<file path="config.mk">
export PLATFORM = sky130hd
export DESIGN_NAME = wwrs_top
export DESIGN_NICKNAME = d
export VERILOG_FILES = /design/src/wwrs_pkg.sv /design/src/wwrs_counter.sv /design/src/wwrs_top.sv
export SDC_FILE = /design/constraint.sdc
export NUM_CORES = 1
export LEC_CHECK = 0
export BUFFER_PORTS_ARGS = -buffer_cell sky130_fd_sc_hd__buf_2
export CAP_MARGIN = 40
export CORE_UTILIZATION = 30
export DETAILED_ROUTE_END_ITERATION = 12
export PLACE_DENSITY = 0.53
export REMOVE_ABC_BUFFERS = 1
export SYNTH_ARGS = -nofsm -noshare
export SYNTH_HDL_FRONTEND = slang
export SYNTH_SLANG_ARGS = --single-unit
export TNS_END_PERCENT = 10
</file>
<file path="constraint.sdc">
create_clock -name clk -period 2.67 [get_ports clk]
set_clock_uncertainty 0.2 [all_clocks]
set_input_delay 0.534 -clock clk [delete_from_list [all_inputs] [get_ports clk]]
set_output_delay 0.534 -clock clk [all_outputs]
set_load 0.005 [all_outputs]
</file>
<file path="src/wwrs_pkg.sv">
package wwrs_pkg;

   ////////////////////////////////////////////////////////////////////////
   // clock and timing resistor

   // clock period in picoseconds (125 MHz)
   localparam longint CLK_PERIOD_PS = 64'd8000;
   // default timing resistor value in ohms
   localparam longint TIMING_OHM = 64'd60000;
   // picoseconds per unit of the coefficients below (1e-10 s)
   localparam longint COEF_UNIT_PS = 64'd100;

   // coefficients in units of 1e-10 seconds per ohm
   localparam longint WAKE_PERIOD_COEF = 64'd4170; // 4.17e-7 s/ohm
   localparam longint RST_DELAY_COEF = 64'd521;    // 5.21e-8 s/ohm
   localparam longint WAKE_DELAY_COEF = 64'd2080;  // 2.08e-7 s/ohm

   ////////////////////////////////////////////////////////////////////////
   // derived cycle counts, least times rounded up

   // width of every time-base counter
   localparam int CNT_W = 24;

   localparam longint WAKE_PERIOD_PS =
      TIMING_OHM * WAKE_PERIOD_COEF * COEF_UNIT_PS;
   localparam longint RST_DELAY_PS =
      TIMING_OHM * RST_DELAY_COEF * COEF_UNIT_PS;
   localparam longint WAKE_DELAY_PS =
      TIMING_OHM * WAKE_DELAY_COEF * COEF_UNIT_PS;

   localparam logic [23:0] WAKE_PERIOD_CYC =
      24'((WAKE_PERIOD_PS + CLK_PERIOD_PS - 1) / CLK_PERIOD_PS);
   localparam logic [23:0] RST_DELAY_CYC =
      24'((RST_DELAY_PS + CLK_PERIOD_PS - 1) / CLK_PERIOD_PS);
   localparam logic [23:0] WAKE_DELAY_CYC =
      24'((WAKE_DELAY_PS + CLK_PERIOD_PS - 1) / CLK_PERIOD_PS);

   // typical watchdog-to-wakeup response, longest time rounded down
   localparam longint WAKE_RESP_NS = 64'd2000;
   localparam logic [23:0] WAKE_RESP_CYC =
      24'(WAKE_RESP_NS * 64'd1000 / CLK_PERIOD_PS);
   // least watchdog phase width the processor keeps, rounded up
   localparam longint WDOG_PHASE_NS = 64'd5000;
   localparam logic [23:0] WDOG_PHASE_CYC =
      24'((WDOG_PHASE_NS * 64'd1000 + CLK_PERIOD_PS - 1) / CLK_PERIOD_PS);

   ////////////////////////////////////////////////////////////////////////
   // states and output carrier

   typedef enum logic [1:0] {
      ST_HOLD = 2'b00,       // output not good, reset held low
      ST_RST_DELAY = 2'b01,  // reset low, counting reset delay
      ST_WAKE_DELAY = 2'b10, // reset high, waiting for first wakeup
      ST_RUN = 2'b11         // wakeup cycles running
   } wwrs_state_t;

   typedef struct packed {
      logic reset_out_n; // active-low reset toward the processor
      logic wakeup;      // wakeup square wave toward the processor
   } wwrs_pins_t;

endpackage

</file>
<file path="src/wwrs_counter.sv">
`timescale 1ns/1ps

// free-running up counter with synchronous clear and terminal flag
module wwrs_counter #(
   parameter int W = 24
)
(
   // clock and reset
   input wire logic clk,
   input wire logic rst_n,
   // control
   input wire logic clear,
   input wire logic [W-1:0] limit,
   // status
   output logic [W-1:0] count,
   output logic done
);

   // count register
   logic [W-1:0] count_reg;

   ////////////////////////////////////////////////////////////////////////
   // counting; clear has priority so a restart never skips a tick
   always_ff @(posedge clk)
   begin
      if (!rst_n)
         count_reg <= '0;
      else if (clear)
         count_reg <= '0;
      else
         count_reg <= count_reg + W'(1);
   end

   assign count = count_reg;
   // terminal tick: last cycle of a span of limit cycles
   assign done = (count_reg == limit - W'(1));

endmodule // wwrs_counter

</file>
<file path="src/wwrs_top.sv">
`timescale 1ns/1ps

module wwrs_top #(
   parameter logic [23:0] WAKE_PERIOD_CYC = wwrs_pkg::WAKE_PERIOD_CYC,
   parameter logic [23:0] RST_DELAY_CYC = wwrs_pkg::RST_DELAY_CYC,
   parameter logic [23:0] WAKE_DELAY_CYC = wwrs_pkg::WAKE_DELAY_CYC
)
(
   // clock and reset
   input wire logic clk,
   input wire logic rst_n,
   // supervised condition from the regulator
   input wire logic out_good,
   // processor watchdog line
   input wire logic watchdog_input,
   // outputs toward the processor
   output wwrs_pkg::wwrs_pins_t pins
);

   ////////////////////////////////////////////////////////////////////////
   // declarations

   // half period, the high phase of the wakeup wave
   localparam logic [23:0] HALF_CYC = WAKE_PERIOD_CYC >> 1;

   wwrs_pkg::wwrs_state_t state_reg; // supervisor state
   wwrs_pkg::wwrs_state_t state_next; // its next value
   logic wdog_meta_reg; // first synchroniser stage, read by stage two only
   logic wdog_sync_reg; // second synchroniser stage
   logic wdog_prev_reg; // previous synchronised sample
   logic wdog_fall; // falling edge seen this tick
   logic seen_reg; // an edge has already been taken in this cycle
   logic wake_reg; // wakeup pin driver
   logic rstn_reg; // reset pin driver
   logic [23:0] dly_limit; // length of the current delay state
   logic dly_clear; // restart the delay counter
   logic dly_done; // last tick of the delay
   logic per_clear; // restart the period counter
   logic per_done; // last tick of a wakeup cycle
   logic [23:0] per_count; // position inside the wakeup cycle
   logic missed; // a cycle ended without any edge

   ////////////////////////////////////////////////////////////////////////
   // watchdog synchroniser and edge detector

   // two flops bring the pin into the clock domain
   always_ff @(posedge clk)
   begin
      if (!rst_n)
      begin
         wdog_meta_reg <= 1'b1;
         wdog_sync_reg <= 1'b1;
      end
      else
      begin
         wdog_meta_reg <= watchdog_input;
         wdog_sync_reg <= wdog_meta_reg;
      end
   end

   // third flop keeps the last sample for edge detection
   always_ff @(posedge clk)
   begin
      if (!rst_n)
         wdog_prev_reg <= 1'b1;
      else
         wdog_prev_reg <= wdog_sync_reg;
   end

   // rising edges are deliberately not decoded
   assign wdog_fall = wdog_prev_reg & ~wdog_sync_reg;

   ////////////////////////////////////////////////////////////////////////
   // time-base counters

   // delay counter serves both reset delay and wake delay
   wwrs_counter #(
      .W(wwrs_pkg::CNT_W)
   ) u_dly (
      .clk(clk),
      .rst_n(rst_n),
      .clear(dly_clear),
      .limit(dly_limit),
      .count(),
      .done(dly_done)
   );

   // period counter paces the wakeup wave
   wwrs_counter #(
      .W(wwrs_pkg::CNT_W)
   ) u_per (
      .clk(clk),
      .rst_n(rst_n),
      .clear(per_clear),
      .limit(WAKE_PERIOD_CYC),
      .count(per_count),
      .done(per_done)
   );

   // pick the span of whichever delay state is active
   always_comb
   begin
      if (state_reg == wwrs_pkg::ST_RST_DELAY)
         dly_limit = RST_DELAY_CYC;
      else
         dly_limit = WAKE_DELAY_CYC;
   end

   // delay restarts on every state change and idles outside delays
   assign dly_clear = (state_next != state_reg) ||
                      (state_reg == wwrs_pkg::ST_HOLD) ||
                      (state_reg == wwrs_pkg::ST_RUN);

   // period restarts each cycle end and whenever not running
   assign per_clear = (state_reg != wwrs_pkg::ST_RUN) || per_done;

   // an edge on the very last tick still counts for the ending cycle
   assign missed = per_done && !seen_reg && !wdog_fall;

   ////////////////////////////////////////////////////////////////////////
   // supervisor state machine

   // next state; loss of output good overrides everything
   always_comb
   begin
      state_next = state_reg;
      case (state_reg)
         wwrs_pkg::ST_HOLD:
         begin
            // stay low from power-up until regulation is reached
            if (out_good)
               state_next = wwrs_pkg::ST_RST_DELAY;
         end
         wwrs_pkg::ST_RST_DELAY:
         begin
            if (!out_good)
               state_next = wwrs_pkg::ST_HOLD;
            else if (dly_done)
               state_next = wwrs_pkg::ST_WAKE_DELAY;
         end
         wwrs_pkg::ST_WAKE_DELAY:
         begin
            if (!out_good)
               state_next = wwrs_pkg::ST_HOLD;
            else if (dly_done)
               state_next = wwrs_pkg::ST_RUN;
         end
         wwrs_pkg::ST_RUN:
         begin
            if (!out_good)
               state_next = wwrs_pkg::ST_HOLD;
            else if (missed)
               state_next = wwrs_pkg::ST_RST_DELAY;
         end
         default:
         begin
            // unreachable code points fall back to a safe hold
            state_next = wwrs_pkg::ST_HOLD;
         end
      endcase
   end

   // state register
   always_ff @(posedge clk)
   begin
      if (!rst_n)
         state_reg <= wwrs_pkg::ST_HOLD;
      else
         state_reg <= state_next;
   end

   ////////////////////////////////////////////////////////////////////////
   // per-cycle edge memory

   // one edge per cycle is acted on, the rest fall on a set flag
   always_ff @(posedge clk)
   begin
      if (!rst_n)
         seen_reg <= 1'b0;
      else if (state_reg != wwrs_pkg::ST_RUN || per_done)
         seen_reg <= 1'b0; // new cycle starts with a clean slate
      else if (wdog_fall)
         seen_reg <= 1'b1;
   end

   ////////////////////////////////////////////////////////////////////////
   // output drivers

   // wakeup: high for the first half of each cycle, cut short by an edge
   always_ff @(posedge clk)
   begin
      if (!rst_n)
         wake_reg <= 1'b0;
      else if (state_reg != wwrs_pkg::ST_RUN || !out_good)
         wake_reg <= 1'b0; // falls with the reset pin on a loss
      else if (wdog_fall || seen_reg)
         wake_reg <= 1'b0;
      else
         wake_reg <= (per_count < HALF_CYC);
   end

   // reset pin is high only once the reset delay has been reached
   always_ff @(posedge clk)
   begin
      if (!rst_n)
         rstn_reg <= 1'b0;
      else
         // out_good gates the pin directly, so a loss that lands on the
         // delay-to-wake step cannot let a one-tick high pulse slip out
         rstn_reg <= out_good &&
                     ((state_reg == wwrs_pkg::ST_WAKE_DELAY) ||
                      (state_reg == wwrs_pkg::ST_RUN));
   end

   // both pins come straight from flops, no glitches toward the cpu
   assign pins.reset_out_n = rstn_reg;
   assign pins.wakeup = wake_reg;

endmodule // wwrs_top

</file>
Word level (Yosys, flattened, before mapping)

Cells that the tools add are included.
Widths: inputs -> output; s select.

$lt $le $gt $ge: 1
Bitwise gates (word level): 3
Eq/ne operators: 7
Add/subtract/negate cells: 3
Multiplexer cells: 9
Reduce and logical (&&, ||, !) cells: 16

Operator list:

| kind                  | number |
|---|---|
| $add 24x1->24 const B | 2 |
| $eq 24x22->1 const B  | 1 |
| $eq 24x24->1          | 1 |
| $lt 24x21->1 const B  | 1 |
| $sub 21x1->22 const B | 1 |
| $mux 21               | 1 |
| $mux 2                | 7 |
| $pmux 2 s4            | 1 |
| $logic_or 1x1->1      | 6 |
| $eq 2x2->1 const B    | 2 |
| $reduce_or 2->1       | 2 |
| $logic_and 1x1->1     | 3 |
| $logic_not 1->1       | 3 |
| $reduce_or 3->1       | 1 |
| $eq 2x1->1 const B    | 1 |
| $logic_not 2->1       | 1 |
| $ne 2x2->1            | 1 |
| $ne 2x2->1 const B    | 1 |
| $not 1->1             | 2 |
| $and 1x1->1           | 1 |

Output and inout bits: 2
Bits of input ports: 4
Logic and storage cells: 48
Register bits: 56

Longest topological paths before layout

Word-level depth: 11
Gate-level depth with buffers: 6

Cells and area by module

Synthesis repeated with hierarchy kept, for this count alone.

Cells, all modules: 526
Area, all modules: 4316.6 um^2

Modules (own cells, without submodules):

| module       | area an instance (um^2) | cells an instance | sequential area each (um^2) | times used |
|---|---|---|---|---|
| wwrs_counter | 1964.4                  | 241               | 480.5                       | 2 |
| wwrs_top     | 387.9                   | 44                | 160.2                       | 1 |

Least setup slack after synthesis

OpenSTA, ideal clock, no wires.

Kind: reg2reg
Start point: reg u_per.count_reg[0], in the netlist u_per.count[0]
End point: reg u_per.count_reg[22], in the netlist u_per.count[22]
Buffers on the path: 1
Cell stages (with the launch flop): 7
Period minus slack after synthesis: 2114 ps
Data required time: 2399 ps
Slack: 556 ps
Data arrival time: 1843 ps
Cell sequence: dfxtp_1 -> ha_1 -> nand4_1 -> or3_1 -> buf_2 -> or4_1 -> a21oi_1

Longest elaborated chain between the ends: 3
Elaborated cells on any way between the ends: 4

RTL lines:

| element                                               | RTL line           | RTL |
|---|---|---|
| start, declared                                       | wwrs_counter.sv:20 | `logic [W-1:0] count_reg;` |
| start signal, assigned                                | wwrs_counter.sv:31 | `count_reg <= count_reg + W'(1);` |
| branches (longest 3 deep; another with $add 24x1->24) | -                  |  |

Several ways; the timed one is not identified.
A chain may end at the register's enable or synchronous reset.

Final worst setup path

Start point: reg u_per.count_reg[1], in the netlist u_per.count[1]
End point: reg u_per.count_reg[22], in the netlist u_per.count[22]

Same word-level chain as after synthesis.

==> summary.md <==
| Metric | Value |
|---|---|
| Final setup TNS | 0 ns |
| FF-to-FF Start | u_per.count[1]$_SDFF_PP0_ |
| CTS resizes | 0 |
| Sequential power share | 0.596 |
| Total Wirelength | 5496 um |
| Clock power frac | 0.394 |
| Multi-input gate area | 1458 um^2 |
| Switching power | 286.3 uW |
| Hold Vio Cnt, Final | 0 |
| Clock transition at path regs | 0.10 ns |
| Pin count of the biggest net entering global routing | 26 |
| Clock Latency Late Sink | 0.31 ns |
| CTS sink count | 56 |
| Drc violations | 0 |
| CP Max Fanout | 9 |
| Vias in the first global route | 2053 |
| Drt first pass iters | 5 |
| Async S/R FF share, synth | 0 |
| Mapped Area | 2694 um^2 |
| Leak | 0.8123 nW |
| HPWL after DPL | 3844 um |
| CTS Hold Bufs | 0 |
| Fin crit period | 2.281 ns |
| Initial antenna violation count | 0 |
| CTS Root Cell | clkbuf_8 |
| Critical Path RT | 2.72 ns |
| Rows | 34 |
| Initial Util | 0.3089 |
| Global Route Usage Sum | 0.1208 |
| Full die area | 9363 um^2 |
| Fin nets | 316 |
| Peak supply drop | 0.2102 mV |
| Via density | 5.377 |
| Sequential Area | 1121 um^2 |
| TritonCTS clock tree | done |
| Dominant synthesized flop cell | dfxtp_1 |
| Gr ovfl total | 0 |
| CP Capture Type | flip-flop |
| Outcome | completed |
| Setup violators final | 0 |
| Final Cycle Share | 0.8543 |
| Slew HR | 0.6193 |
| Internal power | 1.123 mW |
| Maxcap violations | 0 |
| Critical Path AT | 2.33 ns |
| Hold Crit Class | input pin to flip-flop |
| Setup CP Type | flip-flop to flip-flop |
| Postcts setup bufs | 0 |
| Die W | 96.76 um |
| Io pins | 6 |
| RSZ-0062 raised after global routing | no |
| Seq cells post-synth | 56 |
| Final Core Density | 0.3369 |
| Synth Instances | 308 |
| Slew Viols, Final | 0 |
| Pwr dens | 479.8 nW/um^2 |
| CTS buffer count | 5 |
| Share of layout cells above drive strength 1 | 0.07717 |
| Placed instance area | 2830 um^2 |
| Reg2Reg Depth | 5 |
| Post-route ant nets | 0 |
| R2r setup slk | 0.39 ns |
| Sw frac | 0.2031 |
| Post-Layout Inst Area | 2938 um^2 |
| Fill count | 892 |
| Synth unique cells | 44 |
| Post-synth EDFFs | 0 |
| R2R Path End | u_per.count[22]$_SDFF_PP0_ |
| Synth-to-Final Area Change | 9.057% |
| # H-tree levels | 2 |
| Hold endpoint | wdog_meta_reg$_SDFF_PN1_ |
| Logic pwr share | 0.010 |
| Post-Syn Area per Cell | 8.746 um^2 |
| Hold Startpoint | watchdog_input |
| DR vias | 2253 |
| Clk buf depth | 2 |
| Total power | 1.410 mW |
| Hold Path Cell Cnt | 2 |
| Startpoint type of the worst setup path | flip-flop |
| Max Clk Rate | 0.4384 GHz |
| Die height | 96.76 um |
| Sequential area share after synthesis | 0.4162 |
| Ant diodes | 0 |
| Global-route wire length before repair | 9618 um |
| Yosys warns | 0 |
| Tightest Pin Transition | 0.5710 ns |
| WL/cell | 13.12 um |
| Number of port buffers | 5 |
| Placer Congestion | 0.7810 |
| Core Area | 8721 um^2 |
| Initial DRC Count | 127 |
## synthesized netlist by cell type, types with 4 or more instances
| cell | instances | share of area |
|---|---|---|
| and4_1 | 6 | 0.020 |
| clkbuf_1 | 6 | 0.0084 |
| or4_1 | 11 | 0.031 |
| o31ai_1 | 10 | 0.028 |
| and2_1 | 4 | 0.0093 |
| xnor2_1 | 20 | 0.065 |
| inv_1 | 11 | 0.015 |
| or3_1 | 10 | 0.023 |
| nand4_1 | 12 | 0.028 |
| xor2_1 | 7 | 0.023 |
| o21ai_0 | 8 | 0.015 |
| dfxtp_1 | 56 | 0.42 |
| nor4_1 | 12 | 0.028 |
| a21oi_1 | 11 | 0.020 |
| nand2_1 | 17 | 0.024 |
| nor3_1 | 21 | 0.039 |
| nand3_1 | 17 | 0.032 |
| a211oi_1 | 7 | 0.020 |
| and3_1 | 5 | 0.012 |
| nor2_1 | 23 | 0.032 |
## worst max path at each step
stage                                    startpoint                          to  cells after the start
after floorplan           u_per.count[0]$_SDFF_PP0_       seen_reg$_SDFFE_PP0P_                      5
after global placement    u_per.count[0]$_SDFF_PP0_  u_per.count[22]$_SDFF_PP0_                      5
after detailed placement  u_per.count[1]$_SDFF_PP0_  u_per.count[22]$_SDFF_PP0_                      5
after CTS                 u_per.count[1]$_SDFF_PP0_  u_per.count[22]$_SDFF_PP0_                      5
after global routing      u_per.count[1]$_SDFF_PP0_  u_per.count[18]$_SDFF_PP0_                      5
final                     u_per.count[1]$_SDFF_PP0_  u_per.count[22]$_SDFF_PP0_                      5
## power by group through the flow
stage	combinational, mW	sequential, mW	clock, mW
final	0.0146	0.840	0.555
after global routing	0.0164	0.841	0.605
after CTS	0.0150	0.840	0.576
after detailed placement	0.0151	0.860	0
after global placement	0.0136	0.859	0
after floorplan	0.00774	0.859	0
## logic make-up (layout without fill, tap and decap cells)
group / after synthesis / count (layout) / synth area share
DFF: 56 / 56 / 0.4162
AOI/OAI and AO/OA: 46 / 46 / 0.1184
xor gates and xnor gates: 27 / 27 / 0.08779
buffers and inverters: 25 / 28 / 0.04644
and+or+nand+nor: 152 / 152 / 0.3219
adders and majority gates: 2 / 2 / 0.009288
## critical path, cell delays in order (launching register included)
cell	delay (ns)
dfxtp_1	0.40
ha_1	0.26
nand4_1	0.17
or3_1	0.52
or4_1	0.53
a21oi_1	0.15
## layout by cell type (no fill, tap or decap), drive strengths merged, types with 2 or more instances in the layout
cell type	synthesis	layout
nand4	12	12
o31ai	10	10
nor2	23	23
ha	2	2
nor4bb	2	2
clkbuf	6	6
or4	12	12
o21ai	9	9
and3	6	6
a211oi	10	10
and2	4	4
and4	6	6
o311a	2	2
nand3	18	18
nand2b	2	2
nor4	12	12
nor3	21	21
xnor2	20	20
inv	11	11
or3	10	10
xor2	7	7
a21oi	11	11
buf	7	9
nand2	17	17
dfxtp	56	56
## routing by layer
layer	GRT usage	vias to the layer above	part of all wire
met4	0.03444	0	0.0073
met3	0.01879	4	0.024
met2	0.1918	32	0.44
met1	0.1691	1067	0.53
met5	0	-	0
li1	-	1150	-
## metrics by stage
| step | hold WS (ns) | instances | worst slack [ns] |
|---|---|---|---|
| after floorplan | 0.1863 | 294 | 0.2174 |
| after global placement | 0.1976 | 410 | 0.4648 |
| after detailed placement | 0.1926 | 411 | 0.4084 |
| after CTS | 0.2019 | 419 | 0.3865 |
| after global routing | 0.2216 | 419 | 0.2513 |
| final | 0.2074 | 419 | 0.3890 |
## layout make-up
type | instances | share of cell area
Tap cell | 108 | 0.04600
Clock inverter | 2 | 0.01193
Timing Repair Buffer | 9 | 0.02555
Multi-Input combinational cell | 227 | 0.4962
Sequential cell | 56 | 0.3816
Clock buffer | 6 | 0.02470
Inverter | 11 | 0.01405
(Power assumes the default switching activity.)
